$ cat src/design/omr_pkg.sv
// Package: constants, frame layout and carriers for the output mode/reset control
package omr_pkg;
   // ------------------------------------------------------------
   // Register map (APB byte offsets)
   // ------------------------------------------------------------
   localparam logic [7:0]  CFG_OFS       = 8'h00;
   localparam logic [7:0]  STAT_OFS      = 8'h04;
   localparam logic [7:0]  WORD_OFS      = 8'h08;
   localparam logic [2:0]  CFG_ADDR_RST  = 3'h0;
   // ------------------------------------------------------------
   // Serial link and timing
   // ------------------------------------------------------------
   localparam int          FRAME_BITS    = 16;
   localparam logic [4:0]  FRAME_LEN     = 5'h10;
   localparam int          SCLK_MAX_MHZ  = 50;
   localparam int          PCLK_MHZ      = 40;
   localparam logic [1:0]  STRAP_WAIT    = 2'h2;
   // ------------------------------------------------------------
   // Range codes with voltage meaning (sense select low)
   // ------------------------------------------------------------
   localparam logic [3:0]  RNG_V5        = 4'h5;
   localparam logic [3:0]  RNG_V10       = 4'h6;
   localparam logic [3:0]  RNG_V6        = 4'h9;
   localparam logic [3:0]  RNG_V12       = 4'hA;
   localparam logic [3:0]  RNG_V40       = 4'hE;
   localparam logic [3:0]  RNG_V44       = 4'hF;

   // Control word, first bit shifted in at the top
   typedef struct packed {
      logic [2:0] addr;
      logic       rd;
      logic       z11;
      logic [3:0] range_code;
      logic       zero_level_select;
      logic       output_drive_enable;
      logic       soft_clear;
      logic       rset;
      logic       reset_bit;
      logic [1:0] z10;
   } omr_word_t;

   // Output channel controls
   typedef struct packed {
      logic       volt_drive;
      logic       volt_zero;
      logic       curr_drive;
      logic       clear_state;
      logic       zero_level;
      logic       rset;
      logic [3:0] range_code;
   } omr_drive_t;
endpackage : omr_pkg

$ cat src/design/omr_top.sv
// Module: output mode, power-up and reset control with serial link and APB status
//
// The implementer's own choices: the APB slave port and the register offsets.
`timescale 1ns/1ps
// Notes on behaviour
// - After reset the strap is sampled; mode picks the power-up conditions.
// - Software mode: zero pin high at power-up drives voltage output at 0 V.
// - Software mode: current output always powers up tristated.
// - Enable write with zero pin high enters clear state per range and zero select.
// - Hardware mode: outputs follow range pins and drive enable pin.
// - Power-on reset zeroes every register except pin synchronisers and edge detectors, which load idle levels.
// - Software mode powers up with drive enable bit at 0.
// - Software mode resets by low reset pin or reset bit; outputs disabled.
// - Reset pin is level sensitive; reset holds while pin low.
// - Reset bit clears itself after the reset command.
// - Hardware mode has no reset; reset pin held high.
// - Software mode: drive enable bit off tristates both, except the power-up zero drive of the voltage output; on enables selection.
// - Hardware mode: drive enable pin off tristates both channels.
// - Strap tied low selects software control.
// - Software control uses three-wire serial link, clock up to 50 MHz; sclk is sampled on pclk, so levels under one pclk period can be missed.
// - Current and voltage outputs are never enabled together.
// - Range from serial link in software mode, from pins in hardware mode.
// - Current ranges 0-20 mA, 0-24 mA and 4-20 mA.
// - Voltage ranges 0-5 V, 0-10 V and 0-40 V.
// - Each frame is 16 bits, MSB first, captured on falling serial clock.
module omr_top
   import omr_pkg::*;
(
   // APB
   input  wire logic        pclk,
   input  wire logic        presetn,
   input  wire logic        psel,
   input  wire logic        penable,
   input  wire logic        pwrite,
   input  wire logic [7:0]  paddr,
   input  wire logic [31:0] pwdata,
   output logic [31:0]      prdata,
   output logic             pready,
   output logic             pslverr,
   // Serial link
   input  wire logic        sclk,
   input  wire logic        sdin,
   input  wire logic        frame_n,
   // Pins
   input  wire logic        control_source_strap,
   input  wire logic        async_zero,
   input  wire logic        reset_pin_n,
   input  wire logic        zero_level_select,
   input  wire logic        output_drive_enable,
   input  wire logic [3:0]  range_code,
   // Output channel controls
   output omr_drive_t       drive
);
   // ------------------------------------------------------------
   // Pin synchronisers
   // ------------------------------------------------------------
   localparam int NS = 12;
   // Idle levels: clock parked high, frame and reset pins released
   localparam logic [NS-1:0] PIN_IDLE = 12'hA40;
   logic [NS-1:0] pin_a_r, pin_b_r;
   logic          sclk_d_r;
   wire  [NS-1:0] pin_raw = {sclk, sdin, frame_n, control_source_strap, async_zero,
                             reset_pin_n, zero_level_select, output_drive_enable, range_code};
   wire        sclk_s   = pin_b_r[11];
   wire        sdin_s   = pin_b_r[10];
   wire        frame_s  = pin_b_r[9];
   wire        strap_s  = pin_b_r[8];
   wire        zero_s   = pin_b_r[7];
   wire        rstpin_s = pin_b_r[6];
   wire        zsel_s   = pin_b_r[5];
   wire        en_s     = pin_b_r[4];
   wire  [3:0] rng_s    = pin_b_r[3:0];

   always_ff @(posedge pclk or negedge presetn) begin
      if (!presetn) begin
         pin_a_r  <= PIN_IDLE;
         pin_b_r  <= PIN_IDLE;
         sclk_d_r <= 1'b1;
      end else begin
         pin_a_r  <= pin_raw;
         pin_b_r  <= pin_a_r;
         sclk_d_r <= sclk_s;
      end
   end

   // ------------------------------------------------------------
   // Strap capture after reset release
   // ------------------------------------------------------------
   logic [1:0] init_cnt_r;
   logic       ready_r, mode_hw_r, pu_zero_r;
   wire        ready_nxt = !ready_r && (init_cnt_r == STRAP_WAIT);
   wire        mode_sw   = ready_r && !mode_hw_r;
   wire        mode_hw   = ready_r && mode_hw_r;

   // ------------------------------------------------------------
   // Serial receiver
   // ------------------------------------------------------------
   logic [15:0] shift_r;
   logic [4:0]  bit_cnt_r;
   logic        frame_d_r;
   logic [2:0]  dev_addr_r;
   omr_word_t   word_r;
   wire        sclk_fall = sclk_d_r && !sclk_s;
   wire        frame_end = frame_s && !frame_d_r;
   omr_word_t  rx_w;
   assign rx_w = omr_word_t'(shift_r);
   // Bits 11, 1 and 0 are not checked; host keeps them zero
   wire        exec_w = mode_sw && frame_end && bit_cnt_r == FRAME_LEN
                     && !rx_w.rd && rx_w.addr == dev_addr_r;

   always_ff @(posedge pclk or negedge presetn) begin
      if (!presetn) begin
         shift_r   <= '0;
         bit_cnt_r <= '0;
         frame_d_r <= 1'b1;
      end else begin
         frame_d_r <= frame_s;
         if (frame_s) begin
            bit_cnt_r <= '0;
         end else if (sclk_fall) begin
            shift_r   <= {shift_r[14:0], sdin_s};
            bit_cnt_r <= bit_cnt_r == 5'h1F ? bit_cnt_r : bit_cnt_r + 5'h01;
         end
      end
   end

   // ------------------------------------------------------------
   // Control register and internal reset
   // ------------------------------------------------------------
   logic [3:0] range_r;
   logic       zsel_r, output_drive_enable_r, rset_r, sclear_r, rst_cmd_r;
   wire        pin_rst   = mode_sw && !rstpin_s;
   wire        int_rst   = pin_rst || rst_cmd_r;
   wire        wr_rst    = exec_w && rx_w.reset_bit;
   wire        wr_cfg    = exec_w && !rx_w.reset_bit;

   always_ff @(posedge pclk or negedge presetn) begin
      if (!presetn) begin
         init_cnt_r <= '0;
         ready_r    <= 1'b0;
         mode_hw_r  <= 1'b0;
         pu_zero_r  <= 1'b0;
         range_r    <= '0;
         zsel_r     <= 1'b0;
         output_drive_enable_r    <= 1'b0;
         rset_r     <= 1'b0;
         sclear_r   <= 1'b0;
         rst_cmd_r  <= 1'b0;
         word_r     <= '0;
      end else begin
         init_cnt_r <= ready_r ? init_cnt_r : init_cnt_r + 2'h1;
         ready_r    <= ready_r || ready_nxt;
         rst_cmd_r  <= wr_rst;
         if (exec_w) word_r <= rx_w;
         if (ready_nxt) begin
            mode_hw_r <= strap_s;
            pu_zero_r <= !strap_s && zero_s;
         end else if (int_rst) begin
            pu_zero_r <= 1'b0;
            range_r   <= '0;
            zsel_r    <= 1'b0;
            output_drive_enable_r   <= 1'b0;
            rset_r    <= 1'b0;
            sclear_r  <= 1'b0;
         end else if (wr_cfg) begin
            pu_zero_r <= pu_zero_r && !rx_w.output_drive_enable;
            range_r   <= rx_w.range_code;
            zsel_r    <= rx_w.zero_level_select;
            output_drive_enable_r   <= rx_w.output_drive_enable;
            rset_r    <= rx_w.rset;
            sclear_r  <= rx_w.soft_clear;
         end
      end
   end

   // ------------------------------------------------------------
   // Output channel selection
   // ------------------------------------------------------------
   function automatic logic is_volt(input logic [3:0] rc, input logic rs);
      is_volt = !rs && (rc == RNG_V5 || rc == RNG_V10 || rc == RNG_V6 ||
                        rc == RNG_V12 || rc == RNG_V40 || rc == RNG_V44);
   endfunction : is_volt

   wire  [3:0] sel_rng = mode_hw ? rng_s : range_r;
   wire        sel_rs  = mode_hw ? 1'b0 : rset_r;
   wire        sel_en  = mode_hw ? en_s : (mode_sw && output_drive_enable_r);
   wire        sel_v   = is_volt(sel_rng, sel_rs);
   wire        clr_act = sel_en && (zero_s || (mode_sw && sclear_r));
   omr_drive_t drive_nxt;
   assign drive_nxt.volt_drive  = (sel_en && sel_v) || (mode_sw && pu_zero_r);
   assign drive_nxt.volt_zero   = mode_sw && pu_zero_r && !sel_en;
   assign drive_nxt.curr_drive  = sel_en && !sel_v;
   assign drive_nxt.clear_state = clr_act;
   assign drive_nxt.zero_level  = mode_hw ? zsel_s : (zsel_r || zsel_s);
   assign drive_nxt.rset        = sel_rs;
   assign drive_nxt.range_code  = sel_rng;

   always_ff @(posedge pclk or negedge presetn) begin
      if (!presetn) drive <= '0;
      else          drive <= drive_nxt;
   end

   // ------------------------------------------------------------
   // APB slave, one wait state
   // ------------------------------------------------------------
   wire        acc     = psel && penable && !pready;
   wire        commit  = psel && penable && pready;
   wire        hit_cfg = paddr == CFG_OFS;
   wire        hit_st  = paddr == STAT_OFS;
   wire        hit_wd  = paddr == WORD_OFS;
   wire        bad     = !(hit_cfg || hit_st || hit_wd);
   wire [31:0] stat_w  = {20'h0, drive_nxt.range_code, rst_cmd_r, pu_zero_r,
                          output_drive_enable_r, drive.clear_state, drive.curr_drive,
                          drive.volt_drive, mode_hw_r, ready_r};
   wire [31:0] rd_w    = hit_cfg ? {29'h0, dev_addr_r} :
                         hit_st  ? stat_w :
                         hit_wd  ? {16'h0, word_r} : 32'h0;

   always_ff @(posedge pclk or negedge presetn) begin
      if (!presetn) begin
         pready     <= 1'b0;
         pslverr    <= 1'b0;
         prdata     <= '0;
         dev_addr_r <= CFG_ADDR_RST;
      end else begin
         pready  <= acc;
         pslverr <= acc && bad;
         prdata  <= (acc && !pwrite) ? rd_w : 32'h0;
         if (commit && pwrite && hit_cfg) dev_addr_r <= pwdata[2:0];
      end
   end
endmodule : omr_top

$ cat config.mk
export PLATFORM = sky130hd
export DESIGN_NAME = omr_top
export DESIGN_NICKNAME = d
export VERILOG_FILES = /design/src/design/omr_pkg.sv /design/src/design/omr_top.sv
export SDC_FILE = /design/constraint.sdc
export NUM_CORES = 1
export LEC_CHECK = 0
export BUFFER_PORTS_ARGS = -buffer_cell sky130_fd_sc_hd__buf_2
export CAP_MARGIN = 15
export CELL_PAD_IN_SITES_DETAIL_PLACEMENT = 1
export CELL_PAD_IN_SITES_GLOBAL_PLACEMENT = 2
export CORE_MARGIN = 1
export CORE_UTILIZATION = 39
export DETAILED_ROUTE_END_ITERATION = 7
export HOLD_SLACK_MARGIN = 0.02
export PLACE_DENSITY_LB_ADDON = 0.25
export SYNTH_ARGS = -nofsm -noshare
export SYNTH_HDL_FRONTEND = slang
export SYNTH_SLANG_ARGS = --single-unit
$ cat constraint.sdc
create_clock -name pclk -period 4.8 [get_ports pclk]
set_clock_uncertainty 0.1 [all_clocks]
set_input_delay 0.96 -clock pclk [delete_from_list [all_inputs] [get_ports pclk]]
set_output_delay 0.96 -clock pclk [all_outputs]
set_load 0.1 [all_outputs]
Word-level counts from Yosys, hierarchy flattened

Index checks and enable logic that the tools add are counted.

$add $sub $neg: 2
Multipliers: 0
Divide/modulo/power cells: 0
$lt $le $gt $ge: 0
Eq/ne operators: 13
Shift operators: 0
Muxes and demuxes: 24
Bitwise gates (word level): 2
Reductions and logical operators: 63

Operator list:

| operator                                                        | number |
|---|---|
| 16-bit two-way mux                                              | 4 |
| 1-bit logical AND                                               | 29 |
| 4-bit == test, second input constant                            | 4 |
| 1-bit logical NOT                                               | 15 |
| 5-bit two-way mux                                               | 3 |
| 1-bit two-way mux                                               | 14 |
| 1-bit logical OR                                                | 12 |
| 4-bit two-way mux                                               | 3 |
| 5-bit == test, second input constant                            | 2 |
| 4-bit by 3-bit == test with 1-bit output, second input constant | 2 |
| 8-bit by 3-bit == test with 1-bit output, second input constant | 1 |
| 8-bit by 4-bit == test with 1-bit output, second input constant | 1 |
| 8-bit logical NOT                                               | 1 |
| 2-bit AND reduction                                             | 3 |
| 5-bit by 1-bit adder with 5-bit output, second input constant   | 1 |
| 2-bit nonzero test                                              | 2 |
| 3-bit == test                                                   | 1 |
| 3-bit nonzero test                                              | 1 |
| 2-bit by 1-bit adder with 2-bit output, second input constant   | 1 |
| 2-bit == test, second input constant                            | 1 |
| 2-bit inequality test, second input constant                    | 1 |
| 1-bit NOT                                                       | 2 |

Register bits: 108
Latch bits: 0
Bits in writable memories: 0
Memory bits (read-only): 0
Output and inout port bits: 44
Logic and storage cells: 141
Memories: 0

Logic depth before layout (Yosys ltp)

Gate-level depths: netlist of the first run.

Depth after elaboration: 11
Mapped depth: 7
Depth with buffers taken out: 7

Worst setup path before layout of the first run

No wires, ideal clock.

Path kind: input to register
Start point: input port paddr[7]
End point: register dev_addr_r[0]
Library setup time: 0.128 ns
Arrival: 2.038 ns
Data required time: 4.572 ns
Setup slack: 2.535 ns
Cell stages on the path: 4
Buffers on the path: 0
Cell sequence: nor4_4 nand2_2 nor4_4 mux2_1

Word-level cells in the longest chain between the ends: 2

Ends and longest elaborated chain:

| what                   | RTL line       | source |
|---|---|---|
| start: declaration     | omr_top.sv:35  | `input wire logic [7:0] paddr,` |
| 8-bit logical NOT      | omr_top.sv:208 | `wire hit_cfg = paddr == CFG_OFS;` |
| 1-bit logical AND      | omr_top.sv:229 | `if (commit && pwrite && hit_cfg) dev_addr_r <= pwdata[2:0];` |
| end signal: assignment | omr_top.sv:229 |  |
| end: declaration       | omr_top.sv:101 | `logic [2:0] dev_addr_r;` |

No other way between the ends.
A chain may end at the register's enable or synchronous reset.

Final worst setup path of the first run

Start point: input port paddr[7]
End point: register prdata[7]

Word-level cells in the longest chain between the ends: 5
Elaborated cells between the ends (all ways): 7
Those cells by class: eq/ne (2); mux (4); reduce/logical (1)

Ends and longest elaborated chain:

| what                                     | RTL line       | source |
|---|---|---|
| 8-bit by 4-bit == test with 1-bit output | omr_top.sv:210 | `wire hit_wd = paddr == WORD_OFS;` |
| 16-bit two-way mux                       | omr_top.sv:217 | `hit_wd ? {16'h0, word_r} : 32'h0;` |
| 16-bit two-way mux                       | omr_top.sv:216 | `hit_st ? stat_w :` |
| 16-bit two-way mux *                     | omr_top.sv:215 | `wire [31:0] rd_w = hit_cfg ? {29'h0, dev_addr_r} :` |
| 16-bit two-way mux *                     | omr_top.sv:228 | `prdata <= (acc && !pwrite) ? rd_w : 32'h0;` |
| end signal: assignment                   | omr_top.sv:228 |  |
| end: declaration                         | omr_top.sv:37  | `output logic [31:0] prdata,` |

Every way passes the cells marked *; elsewhere a longest branch is shown, timed or not.

==> impl_metrics.env, run 1 <==
export IMPL_cts_sinks=108
export IMPL_fmax_ghz=0.385
export IMPL_multi_input_area_um2=1430
export IMPL_routed_wl_met2_mm=3.80
export IMPL_p_per_area_nw_per_um2=355
export IMPL_grt_pass1_vias=2552
export IMPL_firstDrtPassIters=4
export IMPL_grt_first_pass_wirelength_mm=13.2
export IMPL_period_share=0.542
export IMPL_wl_met3_um=301
export IMPL_min_period_ns=2.60
export IMPL_ctsHtreeMaxLevel=3
export IMPL_final_max_slew_viol_count=0
export IMPL_grt_antenna_before_repair=0
export IMPL_clockRootBuffer="clkbuf_8"
export IMPL_synth_area_top_cells="dfrtp_1 59%, mux2_1 5.0%, mux2_2 5.0%, dfstp_2 4.9%, buf_4 3.2%"
export IMPL_slew_headroom=0.339
export IMPL_netlist_area_leader_share=0.586
export IMPL_cts_resized=0
export IMPL_seq_area_um2=2710
export IMPL_numPortBuffers=55
export IMPL_gp_congestion=0.737
export IMPL_diodes=0
export IMPL_track_usage=0.155
export IMPL_nets=425
export IMPL_hold_depth=0
export IMPL_regToRegEndpoint="word_r[14]"
export IMPL_rrSetupSlack_ns=2.54
export IMPL_critPathArrivalTime_ns=2.80
export IMPL_dieArea_um2=11400
export IMPL_clkLatencyLatePin_ns=0.37
export IMPL_yosysWarningCount=0
export IMPL_tightestPinTransition_ns=0.987
export IMPL_ys_seq_area_frac=0.635
export IMPL_pin_count=101
export IMPL_synthTopCellsByCount="100 x dfrtp_1, 27 x nor2_1, 19 x mux2_1, 19 x mux2_2, 18 x buf_4"
export IMPL_path_class="input port to flop"
export IMPL_hold_end="pin_b_r[10]"
export IMPL_synthCells=305
export IMPL_start_util=0.408
export IMPL_leakagePower_nw=2.38
export IMPL_synth_ff_type="dfrtp_1"
export IMPL_rsz0062_at_grt="no"
export IMPL_highest_layer="met4"
export IMPL_num_vias=2465
export IMPL_clkTransAtPathRegs_ns=0.10
export IMPL_outcome="finished clean"
export IMPL_reg2reg_depth=4
export IMPL_synth_most_common_cell="dfrtp_1"
export IMPL_wirelength_mm=8.01
export IMPL_die_width_um=107
export IMPL_synthesis_area_um2=4270
export IMPL_final_hold_violation_count=0
export IMPL_synth_edff_count=0
export IMPL_rows=37
export IMPL_ant_nets=0
export IMPL_dp_hpwl_mm=5.57
export IMPL_hold_class="flop to flop"
export IMPL_crit_path_start_kind="input port"
export IMPL_min_delay_start="pin_a_r[10]"
export IMPL_core_area_um2=10500
export IMPL_cts_buffer_depth=2
export IMPL_grt_max_degree=88
export IMPL_worst_setup_path_end_kind="flop"
export IMPL_crit_required_ns=5.00
export IMPL_drtIter0Drc=67
export IMPL_setup_viol=0
export IMPL_post_cts_buffers=0
export IMPL_holdBufCountCts=0
export IMPL_fin_util=0.461
export IMPL_vdd_ir_drop_max_uv=130
export IMPL_fin_tns_setup_ns=0
export IMPL_wl_per_cell_um=15.9
export IMPL_cp_max_fo=13
export IMPL_via_per_inst=4.88
export IMPL_asyncSetResetFlopFracSynth=1.00
export IMPL_syn_to_final_growth_pct=12.9
export IMPL_synth_top_area_cell="dfrtp_1"
export IMPL_cts_tree="done"
export IMPL_synthDistinctLibCells=48
export IMPL_wl_met1_mm=3.74
export IMPL_synth_seq_cells=108
export IMPL_drc=0
export IMPL_synth_area_per_cell_um2=14.0
export IMPL_drv_cap=0
export IMPL_fillers=1112
export IMPL_numCtsBuffers=9
export IMPL_reg2reg_from="ready_r"
export IMPL_drive_gt1_frac=0.309
export IMPL_die_height_um=107
export IMPL_grt_remaining_overflow=0
-- metrics by stage --
step / hold slack (ns) / instances / setup WS (ns) / power (mW) / area, um2
floorplan: 0.231 / 320 / 2.53 / 1.17 / 4330
global placement: 0.233 / 488 / 1.89 / 1.22 / 4620
detailed placement: 0.236 / 488 / 1.83 / 1.23 / 4620
CTS: 0.258 / 504 / 2.23 / 1.73 / 4790
global route: 0.262 / 505 / 2.07 / 1.79 / 4820
finish: 0.256 / 505 / 2.20 / 1.71 / 4820
-- cells in the final DEF (no fill, tap or decap), drive strengths merged, types with 2 or more instances in the layout --
cell type and count:
ha 4, o31ai 3, a22o 8, xnor2 6
xor2 2, inv 6, mux2 38, clkbuf 11
nor3b 5, nor3 4, nor2b 6, clkinv 3
conb 16, a21o 3, a21oi 4, buf 57
a22oi 10, o21ai 3, clkinvlp 2, mux2i 5
nand4 4, nor2 29, and3 5, nand2 10
nand3 4, dfstp 8, dfrtp 100, and2 2
nor4 3
-- cell families after synthesis --
kind of cell	synth area share
other	0.000878
xor gates and xnor gates	0.0164
muxes	0.112
DFF	0.635
AOI/OAI and AO/OA	0.0656
buffers and inverters	0.0448
adders and majority gates	0.0117
and+or+nand+nor	0.114
-- where the power goes --
part           internal [mW]  switching [mW]  total, mW  leakage (nW)
Clock                  0.204           0.301      0.505        0.0855
Combinational         0.0516           0.153      0.204         0.895
Sequential             0.959          0.0446       1.00          1.40
Total                   1.21           0.499       1.71          2.38
-- per-layer routing --
metal | GRT usage | vias to the layer above
met5 | 0 | -
li1 | - | 1143
met3 | 0.0255 | 11
met2 | 0.247 | 63
met1 | 0.205 | 1248
met4 | 0.0763 | 0
-- area by class of cell --
| type | instances | share of cell area |
|---|---|---|
| inverter | 6 | 0.00467 |
| clock inverter | 5 | 0.00778 |
| tap | 136 | 0.0353 |
| multi-input combinational | 182 | 0.296 |
| timing repair buffer | 57 | 0.0649 |
| sequential | 108 | 0.563 |
| clock buffer | 11 | 0.0293 |
-- how the worst max path moves through the flow --
stage                  start       endpoint  slack, ns
finish              paddr[7]      prdata[7]       2.20
floorplan           paddr[7]  dev_addr_r[0]       2.53
detailed placement  paddr[7]      prdata[7]       1.83
CTS                 paddr[7]      prdata[7]       2.23
global placement    paddr[7]      prdata[7]       1.89
global route        paddr[7]      prdata[9]       2.07
-- state kept, by name, summed over array words and instances (netlist names) --
name / count
bit_cnt_r: 5
dev_addr_r: 3
drive: 10
frame_d_r: 1
init_cnt_r: 2
mode_hw_r: 1
output_drive_enable_r: 1
pin_a_r: 12
pin_b_r: 12
prdata: 16
pready: 1
pslverr: 1
pu_zero_r: 1
range_r: 4
ready_r: 1
rset_r: 1
rst_cmd_r: 1
rx_w: 16
sclear_r: 1
sclk_d_r: 1
word_r: 16
zsel_r: 1
-- critical path, stage by stage --
cell and delay (ns):
buf_2 0.12, nor4_4 0.32, nand2_2 0.19, nor3b_2 0.83
a22oi_1 0.22, nor2_1 0.15
Note: power is estimated with default switching activity, not from simulation.
==> inputs of run 2 (changes only) <==
--- a/config.mk
+++ b/config.mk
@@ -10,7 +10,7 @@
 export CELL_PAD_IN_SITES_DETAIL_PLACEMENT = 1
 export CELL_PAD_IN_SITES_GLOBAL_PLACEMENT = 2
 export CORE_MARGIN = 1
-export CORE_UTILIZATION = 39
+export CORE_UTILIZATION = 32
 export DETAILED_ROUTE_END_ITERATION = 7
 export HOLD_SLACK_MARGIN = 0.02
 export PLACE_DENSITY_LB_ADDON = 0.25
==> constraint.sdc (replaced) <==
create_clock -name pclk -period 2.1 [get_ports pclk]
set_clock_uncertainty 0.1 [all_clocks]
set_input_delay 0.42 -clock pclk [delete_from_list [all_inputs] [get_ports pclk]]
set_output_delay 0.42 -clock pclk [all_outputs]
set_load 0.1 [all_outputs]
==> run 2 against run 1 <==
  * Global-route usage shrank 1.6 points
  * Register-to-register slack lost 2.4 ns
  * Routed wire length grew 10%
  * Critical path depth is the same
  * Non-clock buffer count grew 22
  * Largest power group unchanged
==> impl_metrics.env, run 2 (synthesis gave the netlist of run 1 again) <==
export IMPL_numCtsBuffers=9
export IMPL_stdcell_area_um2=5180
export IMPL_holdWs_ns=0.0665
export IMPL_fin_tns_setup_ns=0
export IMPL_hold_depth=1
export IMPL_ant_nets=0
export IMPL_final_cell_count_no_fill=563
export IMPL_p_int_mw=3.20
export IMPL_grt_antenna_before_repair=0
export IMPL_start_util=0.333
export IMPL_hold_class="input port to flop"
export IMPL_reg2reg_depth=6
export IMPL_pwr_share_comb=0.110
export IMPL_rsz0062_at_grt="no"
export IMPL_fin_util=0.404
export IMPL_ctsHtreeMaxLevel=3
export IMPL_syn_to_final_growth_pct=21.2
export IMPL_track_usage=0.139
export IMPL_placed_cells=546
export IMPL_firstDrtPassIters=4
export IMPL_rrSetupSlack_ns=0.09
export IMPL_p_per_area_nw_per_um2=852
export IMPL_num_vias=2532
export IMPL_nets=447
export IMPL_final_max_slew_viol_count=0
export IMPL_final_cell_mix="100 x dfrtp_1, 54 x buf_2, 27 x nor2_1"
export IMPL_die_width_um=118
export IMPL_place_ws_ns=0.0127
export IMPL_drive_gt1_frac=0.348
export IMPL_wl_per_cell_um=15.7
export IMPL_seqPwrFrac=0.520
export IMPL_clockRootBuffer="clkbuf_16"
export IMPL_setup_viol=0
export IMPL_fin_ws_ns=0.0910
export IMPL_switchingPower_mw=1.21
export IMPL_final_hold_violation_count=0
export IMPL_fmax_ghz=0.498
export IMPL_clkLatencyLatePin_ns=0.35
export IMPL_crit_required_ns=2.28
export IMPL_wirelength_mm=8.81
export IMPL_grt_max_degree=41
export IMPL_post_cts_buffers=0
export IMPL_cts_buffer_depth=2
export IMPL_rows=41
export IMPL_clkTransAtPathRegs_ns=0.07
export IMPL_period_share=0.957
export IMPL_grt_pass1_vias=2720
export IMPL_p_total_mw=4.41
export IMPL_drtIter0Drc=109
export IMPL_outcome="finished clean"
export IMPL_layout_commonest_cell="dfrtp_1"
export IMPL_crit_path_start_kind="flop"
export IMPL_core_area_um2=12800
export IMPL_switching_share=0.275
export IMPL_clock_power_share=0.370
export IMPL_cts_tree="done"
export IMPL_dp_hpwl_mm=6.20
export IMPL_worst_setup_path_end_kind="flop"
export IMPL_die_height_um=118
export IMPL_via_per_inst=4.50
export IMPL_drc=0
export IMPL_diodes=0
export IMPL_critPathArrivalTime_ns=2.19
export IMPL_grt_first_pass_wirelength_mm=14.5
export IMPL_cp_max_fo=8
export IMPL_path_class="flop to flop"
export IMPL_min_period_ns=2.01
export IMPL_gp_congestion=0.747
export IMPL_leakagePower_nw=2.55
export IMPL_dieArea_um2=13800
export IMPL_pin_count=101
export IMPL_drv_cap=0
export IMPL_grt_remaining_overflow=0
export IMPL_vdd_ir_drop_max_uv=417
export IMPL_numPortBuffers=55
export IMPL_placed_area_um2=4880
export IMPL_cts_sinks=108
## run 2: cell types whose count changed in the layout (fill, tap and decap cells not counted), sizes merged
| cell | delta |
|---|---|
| clkbuf | +1 |
| clkinv | -2 |
| buf | +21 |
| inv | +1 |
| dlygate4sd3 | +1 |
## run 2: path summary, 6_finish.rpt
kind	start	end
max	rx_w[15]	zsel_r
min	sclk	pin_a_r[11]
max reg2reg	rx_w[15]	zsel_r
min reg2reg	pin_a_r[10]	pin_b_r[10]
max in group asynchronous	presetn	pin_a_r[6]
min in group asynchronous	presetn	prdata[15]
## run 2: worst max-delay path: stages (launching register included)
cell and delay, ns:
dfrtp_1 0.41, xnor2_1 0.31, nand4_1 0.30, nor3_4 0.27, nor3b_4 0.26, buf_12 0.15, a22o_1 0.15
## run 2: layout make-up
type	instances	area, um2
timing repair buffer	79	510
inverter	6	22.5
fill	1382	7650
clock inverter	4	32.5
clock buffer	12	256
multi-input combinational	182	1430
tap	172	215
sequential	108	2710
## run 2: what timing repair did
action	CTS	global route
hold endpoints to repair	30	0
setup endpoints to repair	8	0
resized for setup	1	0
hold buffers	1	0
## run 2: power groups by stage
stage / clock [mW] / combinational (mW) / sequential (mW)
after detailed placement: 0 / 0.489 / 2.34
after floorplan: 0 / 0.293 / 2.39
after global placement: 0 / 0.481 / 2.33
final: 1.63 / 0.484 / 2.29
after global routing: 1.77 / 0.517 / 2.31
after CTS: 1.70 / 0.492 / 2.30
## run 2: layer usage
layer,wire (um),GRT usage,vias up
li1,-,-,1189
met1,4170,0.179,1270
met2,4140,0.218,63
met3,361,0.0315,10
met4,152,0.0737,0
met5,0,0,-
==> inputs of run 3 (changes only) <==
==> constraint.sdc (replaced) <==
create_clock -name pclk -period 2.1 [get_ports pclk]
set_clock_uncertainty 0.1 [all_clocks]
set_input_delay 0.315 -clock pclk [delete_from_list [all_inputs] [get_ports pclk]]
set_output_delay 0.315 -clock pclk [all_outputs]
set_load 0.1 [all_outputs]
==> run 3 against run 2 <==
  * Routed wire length is 1.2% lower
  * Critical path type unchanged
  * First-iteration DRC count is 23% lower
  * Die area stayed put
  * Via count is 0.99% higher
  * Maximum frequency is 3.9% higher
  * Largest power group unchanged
  * Final cell count is 1.4% higher
  * Core utilization is 0.66 points higher
==> impl_metrics.env, run 3 (synthesis gave the netlist of run 1 again) <==
export IMPL_stdcell_area_um2=5260
export IMPL_period_share=0.921
export IMPL_rows=41
export IMPL_grt_max_degree=46
export IMPL_reg2reg_from="dev_addr_r[2]"
export IMPL_placed_area_um2=4850
export IMPL_worst_setup_path_end_kind="flop"
export IMPL_diodes=0
export IMPL_track_usage=0.140
export IMPL_seq_area_um2=2710
export IMPL_pin_count=101
export IMPL_leakagePower_nw=2.58
export IMPL_final_cell_count_no_fill=571
export IMPL_die_height_um=118
export IMPL_layout_commonest_cell="dfrtp_1"
export IMPL_max_stage_delay_ns=0.40
export IMPL_startpoint="dev_addr_r[2]"
export IMPL_numPortBuffers=55
export IMPL_final_cell_mix="100 x dfrtp_1, 54 x buf_2, 27 x nor2_1"
export IMPL_ant_nets=0
export IMPL_drive_gt1_frac=0.333
export IMPL_grt_remaining_overflow=0
export IMPL_fillers=1383
export IMPL_grt_first_pass_wirelength_mm=14.7
export IMPL_critPathArrivalTime_ns=2.12
export IMPL_rrSetupSlack_ns=0.17
export IMPL_clkLatencyLatePin_ns=0.35
export IMPL_ctsHtreeMaxLevel=3
export IMPL_grt_pass1_vias=2643
export IMPL_cp_max_fo=8
export IMPL_clockRootBuffer="clkbuf_16"
export IMPL_die_width_um=118
export IMPL_syn_to_final_growth_pct=23.2
export IMPL_rsz0062_at_grt="no"
export IMPL_placed_cells=542
export IMPL_firstDrtPassIters=4
export IMPL_final_max_slew_viol_count=0
export IMPL_vdd_ir_drop_max_uv=441
export IMPL_min_period_ns=1.93
export IMPL_dp_hpwl_mm=6.13
export IMPL_final_hold_violation_count=0
export IMPL_outcome="finished clean"
export IMPL_gp_congestion=0.730
export IMPL_drc=0
export IMPL_fin_tns_setup_ns=0
export IMPL_hold_class="input port to flop"
export IMPL_nets=455
export IMPL_setup_viol=0
export IMPL_path_cells="xnor2_1 -> nand4_1 -> nor3_4 -> nor3b_4 -> buf_12 -> a22o_1"
export IMPL_grt_antenna_before_repair=0
export IMPL_drv_cap=0
export IMPL_p_per_area_nw_per_um2=838
export IMPL_clkTransAtPathRegs_ns=0.07
export IMPL_crit_required_ns=2.29
export IMPL_cts_tree="done"
export IMPL_path_class="flop to flop"
export IMPL_multi_input_area_um2=1430
export IMPL_via_per_inst=4.48
export IMPL_cts_sinks=108
export IMPL_cp_slowest_cell="dfrtp_1"
export IMPL_num_vias=2557
export IMPL_start_util=0.333
export IMPL_min_delay_start="pwdata[2]"
export IMPL_crit_path_start_kind="flop"
export IMPL_dieArea_um2=13800
export IMPL_core_area_um2=12800
export IMPL_post_cts_buffers=0
export IMPL_fmax_ghz=0.517
export IMPL_numCtsBuffers=9
export IMPL_drtIter0Drc=84
export IMPL_wl_per_cell_um=15.2
export IMPL_cts_buffer_depth=2
export IMPL_wirelength_mm=8.71
run 3: cell types whose count changed in the layout (fill, tap and decap cells not counted):
cell / delta
buf_4: -4
clkbuf_1: -1
clkbuf_8: -1
clkinv_2: +2
clkinv_4: -1
dlygate4sd3_1: +12
inv_8: +1
run 3: critical path, delay by kind of cell, from the launching register on:
kind / cells / cell delay (ns)
AND/OR/NAND/NOR: 3 / 0.80
flip-flops: 1 / 0.40
XOR/XNOR: 1 / 0.28
buffers and inverters: 1 / 0.15
AO/OA/AOI/OAI: 1 / 0.13
run 3: what timing repair did:
action                                 4_1_cts  5_1_grt
endpoints found under the hold margin       32        0
resized for setup                            0        1
setup endpoints to repair                    0        8
hold buffers                                13        0
run 3: cell type report:
type	count	share of cell area
Clock inverter	6	0.00856
Inverter	6	0.00428
Clock buffer	10	0.0454
Tap cell	172	0.0409
Multi-Input combinational cell	182	0.271
Sequential cell	108	0.515
Timing Repair Buffer	87	0.114
run 3: power breakdown:
group | leakage [nW] | switching, mW | total (mW) | internal, mW
Clock | 0.137 | 0.771 | 1.62 | 0.845
Sequential | 1.40 | 0.103 | 2.29 | 2.19
Combinational | 1.04 | 0.358 | 0.501 | 0.144
Total | 2.58 | 1.23 | 4.41 | 3.18
run 3: path summary, 6_finish.rpt:
| path | to | cells after the start |
|---|---|---|
| hold reg to reg | pin_b_r[0] | 0 |
| hold / removal | dev_addr_r[2] | 2 |
| setup reg to reg | sclear_r | 6 |
| setup / recovery | sclear_r | 6 |
| max in group asynchronous | pin_a_r[6] | 3 |
| min in group asynchronous | dev_addr_r[2] | 2 |
run 3: metal layers:
| layer | vias to the layer above | global-route usage | share of wire |
|---|---|---|---|
| met5 | - | 0 | 0 |
| met4 | 0 | 0.0409 | 0.011 |
| met3 | 8 | 0.0494 | 0.051 |
| met2 | 67 | 0.216 | 0.47 |
| met1 | 1278 | 0.185 | 0.47 |
| li1 | 1204 | - | - |
run 3: metrics by stage:
step	power (mW)	utilization	setup slack, ns	hold WS, ns
global route	4.61	0.410	0.0266	0.0714
CTS	4.50	0.410	0.0672	0.0565
detailed placement	2.83	0.378	0.102	0.173
global placement	2.81	0.378	0.0794	0.164
finish	4.41	0.410	0.166	0.0733
floorplan	2.68	-	0.0890	-0.0806
